**config.mk**
```make
export PLATFORM = sky130hd
export DESIGN_NAME = fpx_exc_unit
export DESIGN_NICKNAME = d
export VERILOG_FILES = /design/src/fpx_exc_pkg.sv /design/src/fpx_exc_unit.sv
export SDC_FILE = /design/constraint.sdc
export NUM_CORES = 1
export LEC_CHECK = 0
export BUFFER_PORTS_ARGS = -buffer_cell sky130_fd_sc_hd__buf_2
export CORE_ASPECT_RATIO = 1.4
export CORE_MARGIN = 3
export CORE_UTILIZATION = 30
export CTS_BUF_LIST = sky130_fd_sc_hd__clkbuf_16
export CTS_CLUSTER_SIZE = 40
export DETAILED_ROUTE_END_ITERATION = 12
export PLACE_DENSITY = 0.51
export SLEW_MARGIN = 20
export SYNTH_ARGS = -nofsm -noshare
export SYNTH_HDL_FRONTEND = slang
export SYNTH_SLANG_ARGS = --single-unit
```
**constraint.sdc**
```tcl
create_clock -name core_clk -period 3.85 [get_ports core_clk]
set_input_delay 0.385 -clock core_clk [delete_from_list [all_inputs] [get_ports core_clk]]
set_output_delay 0.385 -clock core_clk [all_outputs]
set_load 0.02 [all_outputs]
```
**src/fpx_exc_pkg.sv**
```systemverilog
// Purpose: shared constants for the floating-point exception unit
// Assumes: 80-bit extended internal format, 2-bit tags per register
// Notes: offsets are byte addresses on the register bus
package fpx_exc_pkg;
  localparam int EXT_W = 80;
  localparam logic [1:0] TAG_VALID = 2'h0;
  localparam logic [1:0] TAG_ZERO = 2'h1;
  localparam logic [1:0] TAG_SPECIAL = 2'h2;
  localparam logic [1:0] TAG_EMPTY = 2'h3;
  // status and control bit positions
  localparam int SW_INV = 0;
  localparam int SW_DNM = 1;
  localparam int SW_DVZ = 2;
  localparam int SW_STK = 6;
  localparam int SW_CC0 = 8;
  localparam int SW_CC1 = 9;
  localparam int SW_CC2 = 10;
  localparam int SW_CC3 = 14;
  localparam int CW_INV = 0;
  localparam int CW_DNM = 1;
  localparam int CW_DVZ = 2;
  // register offsets
  localparam logic [3:0] OFS_STATUS = 4'h0;
  localparam logic [3:0] OFS_CONTROL = 4'h4;
  localparam logic [3:0] OFS_EVENTS = 4'h8;
  localparam logic [15:0] CONTROL_RST = 16'h037f;
  localparam logic [15:0] STATUS_RST = 16'h0000;
  // result encodings
  localparam logic [EXT_W-1:0] FP_INDEF = 80'hffff_c000_0000_0000_0000;
  localparam logic [EXT_W-1:0] FP_POS_INF = 80'h7fff_8000_0000_0000_0000;
  localparam logic [EXT_W-1:0] FP_NEG_INF = 80'hffff_8000_0000_0000_0000;
  localparam logic [EXT_W-1:0] INT_INDEF = 80'h0000_0000_0000_8000_0000;
  localparam logic [EXT_W-1:0] BCD_INDEF = 80'hffff_c000_0000_0000_0000;
  localparam logic [EXT_W-1:0] QNAN_BIT = 80'h0000_4000_0000_0000_0000;
  // operation classes offered by the pipeline
  typedef enum logic [4:0] {
    OP_NONE, OP_LOAD_MEM, OP_LOAD_EXT, OP_ADD, OP_SUB, OP_MUL, OP_DIV,
    OP_DIVR, OP_IDIV, OP_COMPARE, OP_COMPARE_FLAGS, OP_UCOMPARE,
    OP_PREM, OP_TRIG, OP_SQRT, OP_LOG2, OP_LOG2P1, OP_XTRACT,
    OP_DEC_STORE, OP_INT_STORE, OP_FP_STORE, OP_EXCHANGE
  } op_t;
  // operand classes
  typedef enum logic [2:0] {
    CL_ZERO, CL_NORMAL, CL_DENORMAL, CL_INF, CL_QNAN, CL_SNAN, CL_UNSUPP
  } class_t;
endpackage

```
**src/fpx_exc_unit.sv**
```systemverilog
// Purpose: stack, invalid, denormal and divide-by-zero exception logic
// Assumes: one request per cycle; pipeline supplies operand classes
// Notes: answer appears one cycle after the request
// Notes on behaviour
// - load from memory onto non-empty tag (00,01,10) is stack overflow
// - source register tagged 11 (empty) is stack underflow, stores too
// - stack fault sets invalid flag bit 0 and stack-fault bit 6
// - condition code one bit 9: 1 for overflow, 0 for underflow
// - masked stack fault writes the instruction's indefinite value
// - unmasked fault: set flag, request handler, keep top and sources
// - invalid arithmetic operand sets bit 0; masked gives default result
// - quiet NaN alone is not invalid except ordered compares, masked or not
// - masked unsupported format gives indefinite; signaling NaN gives QNaN
// - masked ordered compare with NaN sets codes or eflags to 111
// - infinity sums, inf times zero, inf/inf, 0/0 give indefinite
// - remainder zero divisor, inf dividend, trig of inf: indefinite, cc two 0
// - sqrt or log of negative (not -0), log-plus-one below -1: indefinite
// - decimal overflow stores decimal indefinite; integer one integer
// - masked exchange with empty registers loads indefinite then swaps
// - denormal on arithmetic or single/double load; not extended load
// - masked denormal sets flag, continues, normalizes the value
// - divide-by-zero for finite non-zero over zero; bits 2 and 2
// - only divides, integer divide, log2 and exponent extract report it
// - masked divide by zero gives infinity with xor of signs
// - log gives inf opposite sign; extract gives -inf and signed zero
// - invalid masked by control bit 0; mask selects masked response
// - stack-fault flag is never cleared by an invalid arithmetic case
`timescale 1ns/10ps
module fpx_exc_unit
  import fpx_exc_pkg::*;
(
  // clock and reset
  input wire logic core_clk,
  input wire logic sys_rst,
  // request from the pipeline
  input wire logic req_valid,
  input wire op_t req_op,
  input wire logic [1:0] dst_tag,
  input wire logic [1:0] src_a_tag,
  input wire logic [1:0] src_b_tag,
  input wire logic src_b_used,
  input wire class_t src_a_class,
  input wire class_t src_b_class,
  input wire logic src_a_sign,
  input wire logic src_b_sign,
  input wire logic src_a_below_m1,
  input wire logic load_is_short,
  input wire logic range_overflow,
  input wire logic [EXT_W-1:0] src_a_value,
  input wire logic [EXT_W-1:0] src_b_value,
  // answer to the pipeline
  output logic res_valid,
  output logic [EXT_W-1:0] res_value,
  output logic [EXT_W-1:0] res_value_b,
  output logic res_write,
  output logic res_write_b,
  output logic res_normalize,
  output logic res_proceed,
  output logic handler_req,
  output logic keep_state,
  output logic carry_flag,
  output logic parity_flag,
  output logic zero_result_flag,
  output logic eflags_write,
  // register bus
  input wire logic [3:0] s_axi_awaddr,
  input wire logic s_axi_awvalid,
  output logic s_axi_awready,
  input wire logic [31:0] s_axi_wdata,
  input wire logic [3:0] s_axi_wstrb,
  input wire logic s_axi_wvalid,
  output logic s_axi_wready,
  output logic [1:0] s_axi_bresp,
  output logic s_axi_bvalid,
  input wire logic s_axi_bready,
  input wire logic [3:0] s_axi_araddr,
  input wire logic s_axi_arvalid,
  output logic s_axi_arready,
  output logic [31:0] s_axi_rdata,
  output logic [1:0] s_axi_rresp,
  output logic s_axi_rvalid,
  input wire logic s_axi_rready
);

  function automatic logic is_nan(input class_t c);
    return (c == CL_QNAN) || (c == CL_SNAN);
  endfunction

  function automatic logic is_finite_nz(input class_t c);
    return (c == CL_NORMAL) || (c == CL_DENORMAL);
  endfunction

  logic [15:0] status_r;
  logic [15:0] control_r;
  logic [3:0] events_r;
  logic invalid_op_mask, denormal_mask, divzero_mask;
  assign invalid_op_mask = control_r[CW_INV];
  assign denormal_mask = control_r[CW_DNM];
  assign divzero_mask = control_r[CW_DVZ];

  // detection
  logic is_load, b_src, overflow, underflow, stack_fault_exception;
  logic snan_in, qnan_in, unsupp_in, denorm_in, a_inf, b_inf, a_zero, b_zero;
  logic ordered, invalid_arith_exception, denormal_exc, divzero_exc;
  logic neg_op, xch_empty;
  always_comb begin
    is_load = (req_op == OP_LOAD_MEM) || (req_op == OP_LOAD_EXT);
    b_src = src_b_used && !is_load;
    overflow = is_load && (dst_tag != TAG_EMPTY);
    underflow = !is_load && req_op != OP_NONE &&
      req_op != OP_EXCHANGE &&
      (src_a_tag == TAG_EMPTY || (b_src && src_b_tag == TAG_EMPTY));
    xch_empty = req_op == OP_EXCHANGE &&
      (src_a_tag == TAG_EMPTY || src_b_tag == TAG_EMPTY);
    stack_fault_exception = req_valid && (overflow || underflow || xch_empty);
    snan_in = src_a_class == CL_SNAN || (b_src && src_b_class == CL_SNAN);
    qnan_in = src_a_class == CL_QNAN || (b_src && src_b_class == CL_QNAN);
    unsupp_in = src_a_class == CL_UNSUPP ||
      (b_src && src_b_class == CL_UNSUPP);
    a_inf = src_a_class == CL_INF;
    b_inf = src_b_class == CL_INF;
    a_zero = src_a_class == CL_ZERO;
    b_zero = src_b_class == CL_ZERO;
    ordered = req_op == OP_COMPARE || req_op == OP_COMPARE_FLAGS;
    neg_op = src_a_sign && src_a_class != CL_ZERO && !is_nan(src_a_class);
    invalid_arith_exception = 1'b0;
    if (req_valid && !stack_fault_exception && !is_load &&
        req_op != OP_EXCHANGE && req_op != OP_NONE) begin
      invalid_arith_exception = unsupp_in || snan_in;
      if (ordered && qnan_in)
        invalid_arith_exception = 1'b1;
      unique case (req_op)
        OP_ADD: if (a_inf && b_inf && src_a_sign != src_b_sign)
          invalid_arith_exception = 1'b1;
        OP_SUB: if (a_inf && b_inf && src_a_sign == src_b_sign)
          invalid_arith_exception = 1'b1;
        OP_MUL: if ((a_inf && b_zero) || (a_zero && b_inf))
          invalid_arith_exception = 1'b1;
        OP_DIV, OP_DIVR, OP_IDIV: if ((a_inf && b_inf) || (a_zero && b_zero))
          invalid_arith_exception = 1'b1;
        OP_PREM: if (b_zero || a_inf)
          invalid_arith_exception = 1'b1;
        OP_TRIG: if (a_inf)
          invalid_arith_exception = 1'b1;
        OP_SQRT, OP_LOG2: if (neg_op)
          invalid_arith_exception = 1'b1;
        OP_LOG2P1: if (src_a_below_m1)
          invalid_arith_exception = 1'b1;
        OP_DEC_STORE, OP_INT_STORE: if (range_overflow)
          invalid_arith_exception = 1'b1;
        default: ;
      endcase
    end
    denorm_in = src_a_class == CL_DENORMAL ||
      (b_src && src_b_class == CL_DENORMAL);
    denormal_exc = req_valid && !stack_fault_exception &&
      !invalid_arith_exception && req_op != OP_NONE &&
      req_op != OP_EXCHANGE && req_op != OP_LOAD_EXT &&
      (req_op == OP_LOAD_MEM ? (load_is_short &&
      src_a_class == CL_DENORMAL) : denorm_in);
    divzero_exc = 1'b0;
    if (req_valid && !stack_fault_exception && !invalid_arith_exception &&
        !(denormal_exc && !denormal_mask)) begin
      unique case (req_op)
        OP_DIV, OP_DIVR, OP_IDIV:
          divzero_exc = is_finite_nz(src_a_class) && b_zero;
        OP_LOG2: divzero_exc = a_zero && is_finite_nz(src_b_class);
        OP_XTRACT: divzero_exc = a_zero;
        default: ;
      endcase
    end
  end

  logic unmasked;
  assign unmasked = ((stack_fault_exception || invalid_arith_exception) &&
    !invalid_op_mask) || (denormal_exc && !denormal_mask) ||
    (divzero_exc && !divzero_mask);

  // masked responses
  logic [EXT_W-1:0] val_nxt, val_b_nxt;
  logic wr_nxt, wr_b_nxt, eflags_nxt;
  logic [3:0] cc_nxt, cc_we;
  always_comb begin
    val_nxt = src_a_value;
    val_b_nxt = src_b_value;
    wr_nxt = 1'b0;
    wr_b_nxt = 1'b0;
    eflags_nxt = 1'b0;
    cc_nxt = 4'h0;
    cc_we = 4'h0;
    if (unmasked) begin
      wr_nxt = 1'b0;
    end else if (stack_fault_exception) begin
      wr_nxt = 1'b1;
      unique case (req_op)
        OP_DEC_STORE: val_nxt = BCD_INDEF;
        OP_INT_STORE: val_nxt = INT_INDEF;
        OP_EXCHANGE: begin
          val_nxt = src_b_tag == TAG_EMPTY ? FP_INDEF : src_b_value;
          val_b_nxt = src_a_tag == TAG_EMPTY ? FP_INDEF : src_a_value;
          wr_b_nxt = 1'b1;
        end
        default: val_nxt = FP_INDEF;
      endcase
    end else if (invalid_arith_exception) begin
      wr_nxt = 1'b1;
      val_nxt = FP_INDEF;
      if (ordered && (qnan_in || snan_in || (is_nan(src_a_class) ||
          is_nan(src_b_class)))) begin
        wr_nxt = 1'b0;
        if (req_op == OP_COMPARE_FLAGS) begin
          eflags_nxt = 1'b1;
        end else begin
          cc_nxt = 4'hd;
          cc_we = 4'hd;
        end
      end else if (req_op == OP_PREM || req_op == OP_TRIG) begin
        cc_nxt = 4'h0;
        cc_we = 4'h4;
      end else if (req_op == OP_DEC_STORE) begin
        val_nxt = BCD_INDEF;
      end else if (req_op == OP_INT_STORE) begin
        val_nxt = INT_INDEF;
      end else if (!unsupp_in && snan_in) begin
        val_nxt = (src_a_class == CL_SNAN ? src_a_value : src_b_value) |
          QNAN_BIT;
      end
    end else if (divzero_exc) begin
      wr_nxt = 1'b1;
      unique case (req_op)
        OP_LOG2: val_nxt = src_b_sign ? FP_POS_INF : FP_NEG_INF;
        OP_XTRACT: begin
          val_b_nxt = FP_NEG_INF;
          val_nxt = {src_a_sign, {(EXT_W-1){1'b0}}};
          wr_b_nxt = 1'b1;
        end
        default: val_nxt = (src_a_sign ^ src_b_sign) ?
          FP_NEG_INF : FP_POS_INF;
      endcase
    end
  end

  // answer register
  always_ff @(posedge core_clk) begin
    if (sys_rst) begin
      res_valid <= 1'b0;
      res_value <= '0;
      res_value_b <= '0;
      res_write <= 1'b0;
      res_write_b <= 1'b0;
      res_normalize <= 1'b0;
      res_proceed <= 1'b0;
      handler_req <= 1'b0;
      keep_state <= 1'b0;
      carry_flag <= 1'b0;
      parity_flag <= 1'b0;
      zero_result_flag <= 1'b0;
      eflags_write <= 1'b0;
    end else begin
      res_valid <= req_valid;
      res_value <= val_nxt;
      res_value_b <= val_b_nxt;
      res_write <= req_valid && wr_nxt;
      res_write_b <= req_valid && wr_b_nxt;
      res_normalize <= denormal_exc && denormal_mask;
      res_proceed <= req_valid && !unmasked &&
        !stack_fault_exception && !invalid_arith_exception &&
        !divzero_exc;
      handler_req <= req_valid && unmasked;
      keep_state <= req_valid && unmasked;
      carry_flag <= eflags_nxt;
      parity_flag <= eflags_nxt;
      zero_result_flag <= eflags_nxt;
      eflags_write <= req_valid && eflags_nxt;
    end
  end

  // bus write decode
  logic wr_fire, rd_fire, status_wr, control_wr;
  assign s_axi_awready = s_axi_awvalid && s_axi_wvalid && !s_axi_bvalid;
  assign s_axi_wready = s_axi_awready;
  assign wr_fire = s_axi_awready;
  assign status_wr = wr_fire && s_axi_awaddr == OFS_STATUS;
  assign control_wr = wr_fire && s_axi_awaddr == OFS_CONTROL;
  assign s_axi_arready = !s_axi_rvalid;
  assign rd_fire = s_axi_arvalid && s_axi_arready;

  // status word: hardware sets win over software writes
  logic [15:0] sw_base, set_bits;
  always_comb begin
    sw_base = status_r;
    if (status_wr) begin
      if (s_axi_wstrb[0]) sw_base[7:0] = s_axi_wdata[7:0];
      if (s_axi_wstrb[1]) sw_base[15:8] = s_axi_wdata[15:8];
    end
    set_bits = 16'h0;
    if (stack_fault_exception || invalid_arith_exception)
      set_bits[SW_INV] = 1'b1;
    if (stack_fault_exception) set_bits[SW_STK] = 1'b1;
    if (denormal_exc) set_bits[SW_DNM] = 1'b1;
    if (divzero_exc) set_bits[SW_DVZ] = 1'b1;
  end

  always_ff @(posedge core_clk) begin
    if (sys_rst) begin
      status_r <= STATUS_RST;
    end else begin
      status_r <= sw_base | set_bits;
      if (stack_fault_exception)
        status_r[SW_CC1] <= overflow;
      else if (req_valid) begin
        if (cc_we[0]) status_r[SW_CC0] <= cc_nxt[0];
        if (cc_we[2]) status_r[SW_CC2] <= cc_nxt[2];
        if (cc_we[3]) status_r[SW_CC3] <= cc_nxt[3];
      end
    end
  end

  always_ff @(posedge core_clk) begin
    if (sys_rst) begin
      control_r <= CONTROL_RST;
    end else if (control_wr) begin
      if (s_axi_wstrb[0]) control_r[7:0] <= s_axi_wdata[7:0];
      if (s_axi_wstrb[1]) control_r[15:8] <= s_axi_wdata[15:8];
    end
  end

  // last event kinds seen, for software
  always_ff @(posedge core_clk) begin
    if (sys_rst) begin
      events_r <= 4'h0;
    end else if (req_valid) begin
      events_r <= {divzero_exc, denormal_exc, invalid_arith_exception,
        stack_fault_exception};
    end
  end

  // bus responses
  always_ff @(posedge core_clk) begin
    if (sys_rst) begin
      s_axi_bvalid <= 1'b0;
      s_axi_bresp <= 2'h0;
    end else if (wr_fire) begin
      s_axi_bvalid <= 1'b1;
      s_axi_bresp <= (status_wr || control_wr) ? 2'h0 : 2'h2;
    end else if (s_axi_bready) begin
      s_axi_bvalid <= 1'b0;
    end
  end

  always_ff @(posedge core_clk) begin
    if (sys_rst) begin
      s_axi_rvalid <= 1'b0;
      s_axi_rdata <= 32'h0;
      s_axi_rresp <= 2'h0;
    end else if (rd_fire) begin
      s_axi_rvalid <= 1'b1;
      s_axi_rresp <= 2'h0;
      unique case (s_axi_araddr)
        OFS_STATUS: s_axi_rdata <= {16'h0, status_r};
        OFS_CONTROL: s_axi_rdata <= {16'h0, control_r};
        OFS_EVENTS: s_axi_rdata <= {28'h0, events_r};
        default: begin
          s_axi_rdata <= 32'h0;
          s_axi_rresp <= 2'h2;
        end
      endcase
    end else if (s_axi_rready) begin
      s_axi_rvalid <= 1'b0;
    end
  end

  // checks
  a_overflow_cc1: assert property (@(posedge core_clk) disable iff (sys_rst)
    req_valid && overflow |=> status_r[SW_CC1] && status_r[SW_STK])
    else $error("overflow did not set cc1 and stack fault");
  a_underflow_cc1: assert property (@(posedge core_clk) disable iff (sys_rst)
    req_valid && underflow |=> !status_r[SW_CC1] && status_r[SW_INV])
    else $error("underflow left cc1 set or invalid clear");
  a_unmasked_nowrite: assert property (@(posedge core_clk)
    disable iff (sys_rst)
    handler_req |-> !res_write && !res_write_b && keep_state)
    else $error("handler request with a write");
  a_sf_sticky: assert property (@(posedge core_clk) disable iff (sys_rst)
    status_r[SW_STK] && !status_wr |=> status_r[SW_STK])
    else $error("stack fault flag dropped");
  a_divzero_flag: assert property (@(posedge core_clk) disable iff (sys_rst)
    divzero_exc |=> status_r[SW_DVZ])
    else $error("divide by zero flag not set");
  a_denorm_flag: assert property (@(posedge core_clk) disable iff (sys_rst)
    denormal_exc |=> status_r[SW_DNM])
    else $error("denormal flag not set");
  a_ext_load_quiet: assert property (@(posedge core_clk) disable iff (sys_rst)
    req_op == OP_LOAD_EXT |-> !denormal_exc)
    else $error("denormal on extended load");
  a_divzero_ops: assert property (@(posedge core_clk) disable iff (sys_rst)
    divzero_exc |-> req_op inside {OP_DIV, OP_DIVR, OP_IDIV, OP_LOG2,
    OP_XTRACT})
    else $error("divide by zero from wrong op");
  a_masked_sf_write: assert property (@(posedge core_clk)
    disable iff (sys_rst)
    stack_fault_exception && invalid_op_mask |=> res_write)
    else $error("masked stack fault wrote nothing");
endmodule

```
==> results of run 1 <==
-- metrics by stage --
step	setup WS (ns)	power [mW]	utilization
after floorplan	1.04	3.30	-
after global placement	0.244	3.73	0.371
after detailed placement	0.251	3.74	0.371
after CTS	0.815	5.98	0.392
after global routing	0.434	6.14	0.392
final	0.773	5.88	0.392
-- what timing repair did --
action                                  in CTS  in global routing
hold buffers                                 1                  0
endpoints found under the setup margin       0                  0
resized for setup                            0                  0
hold endpoints to repair                     1                  0
setup buffers                                0                  0
-- layer usage --
layer | part of all wire | wire length, um | GRT usage | vias to the layer above
met2 | 0.52 | 21600 | 0.364 | 437
li1 | - | - | - | 5063
met3 | 0.060 | 2480 | 0.0255 | 56
met4 | 0.024 | 1010 | 0.0558 | 0
met1 | 0.40 | 16500 | 0.241 | 5211
met5 | 0 | 0 | 0 | -
-- cell usage in the layout (no fill, tap or decap), drive strengths merged, types with 3 or more instances in the layout --
| cell type | n |
|---|---|
| o211a | 4 |
| a31oi | 4 |
| a211oi | 6 |
| nor3b | 3 |
| clkbuf | 25 |
| o41ai | 16 |
| o221a | 17 |
| nor4bb | 4 |
| and2 | 3 |
| dfxtp | 224 |
| nor4 | 7 |
| nor3 | 10 |
| a22oi | 19 |
| nand3 | 42 |
| a32o | 61 |
| nor2b | 24 |
| nand4 | 4 |
| inv | 11 |
| conb | 18 |
| nor2 | 93 |
| o21ai | 11 |
| nand2b | 8 |
| nor4b | 3 |
| nand3b | 4 |
| clkinv | 13 |
| and3 | 3 |
| o2111ai | 4 |
| nand2 | 87 |
| o21a | 3 |
| a21oi | 133 |
| mux2i | 37 |
| or2 | 4 |
| o22ai | 5 |
| buf | 450 |
| or3b | 3 |
| o211ai | 69 |
| a22o | 63 |
-- cells by family after synthesis --
logic type,Yosys count,synth area share
buf+inv,151,0.0783
other cells,1,0.000341
mux,39,0.0357
simple gates,310,0.136
xor+xnor,4,0.00318
flops,224,0.408
compound gates,435,0.339
-- worst paths after layout --
check                                          startpoint                         end  slack [ns]
worst max-delay path                            req_op[1]    res_value[23]$_SDFF_PP0_        0.77
worst max register to register  s_axi_bvalid$_SDFFE_PP0P_      status_r[0]$_SDFF_PP0_        1.59
worst min register to register   status_r[7]$_SDFFE_PP0P_    status_r[7]$_SDFFE_PP0P_        0.45
worst min-delay path                      src_a_value[29]  res_value_b[29]$_SDFF_PP0_        0.08
-- sequential cells by signal, indices dropped and copies added (netlist names) --
signal	cells
s_axi_bvalid	1
s_axi_bresp	1
res_valid	1
status_r	16
control_r	16
s_axi_rresp	1
res_value_b	80
keep_state	1
zero_result_flag	1
res_write_b	1
res_normalize	1
res_proceed	1
eflags_write	1
events_r	4
s_axi_rdata	16
res_write	1
s_axi_rvalid	1
res_value	80
-- worst max-delay path: cells and delay by family --
family                 cells  cell delay (ns)
AO/OA/AOI/OAI              5             1.68
AND/OR/NAND/NOR            3             0.77
buffers and inverters      2             0.65
-- power by group through the flow --
stage | registers (mW) | clock network (mW) | logic, mW
final | 2.49 | 2.19 | 1.19
after global routing | 2.50 | 2.36 | 1.28
after CTS | 2.50 | 2.29 | 1.19
after detailed placement | 2.55 | 0 | 1.19
after global placement | 2.55 | 0 | 1.18
after floorplan | 2.71 | 0 | 0.585
-- area by class of cell --
type / count / area, um^2
clock inverter: 15 / 93.8
tap: 462 / 578
timing repair buffer: 451 / 2510
clock buffer: 25 / 626
sequential: 224 / 4480
antenna: 1 / 2.50
multi-input combinational: 806 / 5760
fill: 3723 / 21900
inverter: 11 / 42.5
==> summary.txt, run 1 <==
Yosys
  – Top_reg_cell synth: dfxtp_1
  – Post-synth cell types: 80
  – Largest area contributor in the netlist: dfxtp_1
  – Synth area leaders: dfxtp_1, o211ai_2, a21oi_1
  – Yosys top cell area share: 0.408
  – Synth warnings: 0
  – Top post-synthesis cells by count: dfxtp_1, a21oi_1, nor2_1
  – Seq/Total Area, Yosys: 0.408
  – Count leader, synth: dfxtp_1
  – Syn_area_per_cell: 9.45 um^2
  – Ys async rst share: 0
  – Mapped Area: 0.0110 mm^2
  – Post-Syn Instances: 1164
  – Register bit total from synthesis: 224
  – EDFF count, synth: 0

Setup path
  – Startpoint Class: primary input
  – Crit end category: flop
  – Worst Path Required: 4.32 ns
  – Crit-path max FO: 61
  – Crit path DAT: 3.55 ns
  – Critical path class: in -> reg
  – Crit-path slowest cell: o22ai_1
  – R2R cell count: 9
  – Crit-path cells: buf_2 > nor2b_1 > a311o_1 > a21oi_1 > nand2_1 > o22ai_1 > nor4bb_1 > o211a_2 > buf_12 > a32o_1
  – Slowest stage delay, CP: 0.45 ns

Timing
  – Hold_ws: 0.0816 ns
  – Finish-stage setup viols: 0
  – RSZ-0062 raised after global routing: no
  – Tmin final: 3.08 ns
  – Worst Tran Pin Value: 0.906 ns
  – Number of hold violations in the final report: 0
  – TNS Setup: 0 ns
  – Max transition margin: 0.396
  – Max Freq: 325 MHz
  – Max-slew violation count: 0
  – Final period utilization: 0.799
  – Worst Skew: 0.00521 ns

Floorplan
  – Die Y: 233 um
  – Row Count: 82
  – # IOs: 447
  – Core footprint: 0.0360 mm^2
  – Die ar.: 0.0390 mm^2
  – Die W: 168 um
  – Initial core utilization: 0.306

Detailed routing
  – Final wirelength: 41.6 mm
  – Via density: 5.40
  – Iteration-0 DRC Markers: 915
  – DR vias: 10800
  – Drt wl/cell: 20.8 um
  – TritonRoute pass-1 iters: 9
  – DRC Markers: 0
  – Remaining antenna violation count: 0

Power and ir drop
  – Pint: 4.16 mW
  – Flop pwr share: 0.425
  – Peak VDD IR: 326 uV
  – Comb power frac: 0.202
  – Sw power: 1.72 mW
  – Switch share: 0.293
  – P_leak: 6.42 nW
  – Clock power share: 0.373
  – PwrDens: 417 mW/mm^2

Finish
  – Design Area, Final: 0.0141 mm^2
  – Layout cells sized above 1: 0.392
  – Area delta synth->final: 28.2%
  – Final nets: 1753
  – Fin cells: 1995

Clocking
  – CTS Sinks: 224
  – CTS tree: built
  – CTS Buf Count: 24
  – CTS Buffer Depth: 3
  – CTS H-Tree Depth: 1
  – CTS Root Cell: clkbuf_16
  – Clock Latency Late Sink: 0.53 ns
  – Clock transition at path regs: 0.06 ns

Run status
  – Outcome: finished clean

Place
  – Placed Cells: 1953
  – Placed Instance Area: 0.0134 mm^2
  – Placed wire-length estimate: 28.6 mm
  – I/O Buffers: 410
  – GP Congestion: 0.853

Worst hold path
  – Hold path cells: 2
  – Worst min-delay path category: in -> reg

GRT
  – Largest net degree at the start of global routing: 74
  – Initial antenna violation count: 2
  – First-pass GRT wire length: 62.2 mm
  – Vias in the first global route: 10500
  – Global Route Usage Sum: 0.198
  – Global route overflow: 0

Run
  – Maxcap violations: 0
Power figures use the tool's default switching activity.
==> run 2, diff against run 1 <==
--- a/config.mk
+++ b/config.mk
@@ -5,6 +5,7 @@
 export SDC_FILE = /design/constraint.sdc
 export NUM_CORES = 1
 export LEC_CHECK = 0
+export ABC_AREA = 1
 export BUFFER_PORTS_ARGS = -buffer_cell sky130_fd_sc_hd__buf_2
 export CORE_ASPECT_RATIO = 1.4
 export CORE_MARGIN = 3
@@ -12,7 +13,7 @@
 export CTS_BUF_LIST = sky130_fd_sc_hd__clkbuf_16
 export CTS_CLUSTER_SIZE = 40
 export DETAILED_ROUTE_END_ITERATION = 12
-export PLACE_DENSITY = 0.51
+export PLACE_DENSITY = 0.49
 export SLEW_MARGIN = 20
 export SYNTH_ARGS = -nofsm -noshare
 export SYNTH_HDL_FRONTEND = slang
==> constraint.sdc (replaced) <==
create_clock -name core_clk -period 3.1 [get_ports core_clk]
set_input_delay 0.31 -clock core_clk [delete_from_list [all_inputs] [get_ports core_clk]]
set_output_delay 0.31 -clock core_clk [all_outputs]
set_load 0.02 [all_outputs]
==> run 2 against run 1 <==
  * First-iteration DRC count increased by 21%
  * Wire length rose by 41%
  * Setup slack lost 0.32 ns
  * Critical path type unchanged
  * Synthesized area grew 23%
  * Synthesized cell count grew 92%
  * Non-clock buffer count increased by 38
  * Power increased by 38%
  * Sequential share of layout area decreased by 5.6 points
  * Critical path depth grew 10
  * Utilization is 0.58 points lower
==> summary.txt, run 2 <==
Clocking
  – CTS Buf Count: 27 (was 24)
  – CTS Root Cell: clkbuf_16 (unchanged)
  – CTS H-Tree Depth: 1 (unchanged)
  – Cells resized by post-CTS repair: 0 (unchanged)
  – Clock transition at path regs: 0.06 ns (about the same)
  – CTS Hold Bufs: 20 (was 1)
  – # Post-CTS Setup Buffers: 0 (unchanged)
  – CTS Buffer Depth: 3 (unchanged)
  – CTS Sinks: 224 (unchanged)
  – Clock Latency Late Sink: 0.55 ns (was 0.53 ns)
  – CTS tree: built (unchanged)

Timing
  – Final period utilization: 0.853
  – Finish-stage setup viols: 0 (unchanged)
  – Max transition margin: 0.317 (was 0.396)
  – RSZ-0062 raised after global routing: no (unchanged)
  – Worst Skew: 0.00930 ns (was 0.00521 ns)
  – Tmin final: 2.64 ns
  – Worst Tran Pin Value: 1.02 ns (was 0.906 ns)
  – Max Freq: 378 MHz
  – Max-slew violation count: 0 (unchanged)
  – Worst Slack Setup Final: 0.456 ns (was 0.773 ns)
  – Number of hold violations in the final report: 0 (unchanged)

Finish
  – Fin cells: 3172 (was 1995)
  – Multi-input gate area: 0.00751 mm^2 (was 0.00576 mm^2)
  – Largest regs: res_value x80, res_value_b x80 (unchanged)
  – Most frequent cells in the layout: nand2_1, buf_2, a21oi_1, dfxtp_1, o21ai_0 (was buf_2, dfxtp_1, a21oi_1, nor2_1, nand2_1)
  – Area delta synth->final: 26.7% (was 28.2%)
  – Fill cells: 4803 (was 3723)
  – Reg area: 0.00448 mm^2 (unchanged)
  – Layout cells sized above 1: 0.208 (was 0.392)
  – Final nets: 2820 (was 1753)
  – Commonest non-fill, non-tap cell in the layout: nand2_1 (was buf_2)

Yosys
  – Largest area contributor in the netlist: dfxtp_1 (unchanged)
  – Mapped Area: 0.0135 mm^2 (was 0.0110 mm^2)
  – Syn_area_per_cell: 6.03 um^2 (was 9.45 um^2)
  – Post-synth cell types: 43 (was 80)
  – Xor and xnor fraction of the mapped netlist area: 0.000649 (was 0.00318)
  – Count leader, synth: nand2_1 (was dfxtp_1)
  – Seq/Total Area, Yosys: 0.332 (was 0.408)
  – Ys async rst share: 0 (unchanged)
  – Yosys top cell area share: 0.332 (was 0.408)
  – Post-Syn Instances: 2238 (was 1164)
  – Register bit total from synthesis: 224 (unchanged)
  – Synth warnings: 0 (unchanged)
  – Compound-Gate Fraction of Synth Area: 0.238 (was 0.339)
  – Top_reg_cell synth: dfxtp_1 (unchanged)
  – Top post-synthesis cells by count: nand2_1, a21oi_1, dfxtp_1 (was dfxtp_1, a21oi_1, nor2_1)
  – Synth area leaders: dfxtp_1, nand2_1, a21oi_1 (was dfxtp_1, o211ai_2, a21oi_1)
  – Main combinational cell family by area after synthesis: simple AND/OR/NAND/NOR gates (was compound AO/OA/AOI/OAI gates)
  – Post-synthesis mux area share: 0 (was 0.0357)
  – Synth Area in Simple Gates: 0.311 (was 0.136)
  – EDFF count, synth: 0 (unchanged)
  – Adder-cell share of the synthesized area: 0 (unchanged)

Floorplan
  – Die Y: 257 um (was 233 um)
  – Row Count: 91 (was 82)
  – Die ar.: 0.0476 mm^2 (was 0.0390 mm^2)
  – Initial core utilization: 0.305 (was 0.306)
  – Core footprint: 0.0443 mm^2 (was 0.0360 mm^2)
  – Die W: 185 um (was 168 um)
  – # IOs: 447 (unchanged)

Setup path
  – Critical path class: in -> reg (unchanged)
  – Most used cell, CP: nand2_1
  – Crit-path max FO: 17 (was 61)
  – Crit-path slowest cell: nand2_2 (was o22ai_1)
  – Slowest stage delay, CP: 0.32 ns (was 0.45 ns)
  – Crit-path cells: buf_2 > nor2_2 > nand3_1 > nand2_1 > nor2_1 > nand3_1 > nor2_1 > nor2_1 > nand2_1 > nand2_1 > nand2_4 > nand2_1 > nor2_2 > nand2_1 > nand3_4 > clkinv_2 > nand2_2 > inv_2 > o21ai_0 > nor2_1 (was buf_2 > nor2b_1 > a311o_1 > a21oi_1 > nand2_1 > o22ai_1 > nor4bb_1 > o211a_2 > buf_12 > a32o_1)
  – Startpoint Class: primary input (unchanged)
  – Worst Path Required: 3.54 ns (was 4.32 ns)
  – Crit end category: flop (unchanged)
  – Crit path DAT: 3.09 ns (was 3.55 ns)

GRT
  – First-pass GRT wire length: 89.3 mm (was 62.2 mm)
  – Top Usage Layer GRT: met2 (unchanged)
  – Largest net degree at the start of global routing: 106 (was 74)
  – Global Route Usage Sum: 0.234 (was 0.198)
  – Vias in the first global route: 15700 (was 10500)
  – Initial antenna violation count: 13 (was 2)
  – Met2 usage: 0.409 (was 0.364)
  – Grt met3 use: 0.0501 (was 0.0255)
  – Met1 Use GR: 0.279 (was 0.241)
  – Global route overflow: 0 (unchanged)

Run
  – Maxcap violations: 0 (unchanged)

Worst hold path
  – Worst min-delay path category: in -> reg (unchanged)

Place
  – Worst slack at placement: -0.0543 ns (was 0.251 ns)
  – Placed wire-length estimate: 39.3 mm (was 28.6 mm)
  – GP Congestion: 0.886 (was 0.853)
  – I/O Buffers: 410 (unchanged)
  – Placed Cells: 3094 (was 1953)

Power and ir drop
  – PwrDens: 474 mW/mm^2 (was 417 mW/mm^2)
  – P_leak: 8.39 nW (was 6.42 nW)
  – Peak VDD IR: 437 uV (was 326 uV)

Detailed routing
  – Via density: 5.13 (was 5.40)
  – Final wirelength: 58.5 mm (was 41.6 mm)
  – DRC Markers: 0 (unchanged)
  – DR vias: 16300 (was 10800)
  – Iteration-0 DRC Markers: 1104 (was 915)
  – TritonRoute pass-1 iters: 5 (was 9)
  – Remaining antenna violation count: 0 (unchanged)
  – Drt wl/cell: 18.4 um (was 20.8 um)

Run status
  – Outcome: finished clean (unchanged)
[run 2: report_power, final]
group / switching, mW / internal (mW) / leakage [nW]
Clock: 1.33 / 1.82 / 0.436
Combinational: 1.20 / 0.604 / 6.11
Sequential: 0.0755 / 3.08 / 1.85
Total: 2.60 / 5.50 / 8.39
[run 2: layout make-up]
type                            instances  share of cell area
Antenna cell                           10             0.00146
Clock buffer                           27              0.0395
Clock inverter                         21              0.0104
Inverter                              172              0.0382
Multi-Input combinational cell       1671               0.439
Sequential cell                       224               0.262
Tap cell                              558              0.0409
Timing Repair Buffer                  489               0.168
[run 2: path summary, 6_finish.rpt]
check,to,start,slack [ns],cells after the start
setup / recovery,res_value_b[68]$_SDFF_PP0_,req_op[1],0.46,20
hold / removal,res_value_b[20]$_SDFF_PP0_,src_b_value[20],0.03,3
setup reg to reg,status_r[9]$_SDFFE_PP0P_,s_axi_bvalid$_SDFFE_PP0P_,0.85,11
hold reg to reg,control_r[14]$_SDFFE_PP0P_,control_r[14]$_SDFFE_PP0P_,0.45,2
[run 2: logic make-up (layout without fill, tap and decap cells)]
kind of cell           Yosys count  after routing
AND/OR/NAND/NOR               1030           1030
buffers and inverters          360            709
other                            1             28
AO/OA/AOI/OAI                  622            622
XOR/XNOR                         1              1
flip-flops                     224            224
[run 2: worst max-delay path: cells and delay by family]
kind | cells | cell delay (ns)
buf+inv | 3 | 0.59
simple gates | 16 | 1.94
compound gates | 1 | 0.24
[run 2: layer usage]
layer	wire, um	part of all wire
met1	23400	0.40
met2	28700	0.49
met3	4480	0.077
met4	1910	0.033
met5	43	0.00073
[run 2: through the flow]
stage | utilization | total power, mW | area, um^2 | setup TNS, ns | hold WS [ns]
5_1_grt | 0.386 | 8.53 | 17100 | 0 | 0.0197
6_report | 0.386 | 8.10 | 17100 | 0 | 0.0305
3_5_place_dp | 0.361 | 4.99 | 16000 | -0.229 | 0.444
3_3_place_gp | 0.361 | 4.97 | 16000 | -0.702 | 0.439
2_1_floorplan | - | 4.28 | 13600 | 0 | 0.425
4_1_cts | 0.385 | 8.21 | 17100 | 0 | 0.000107
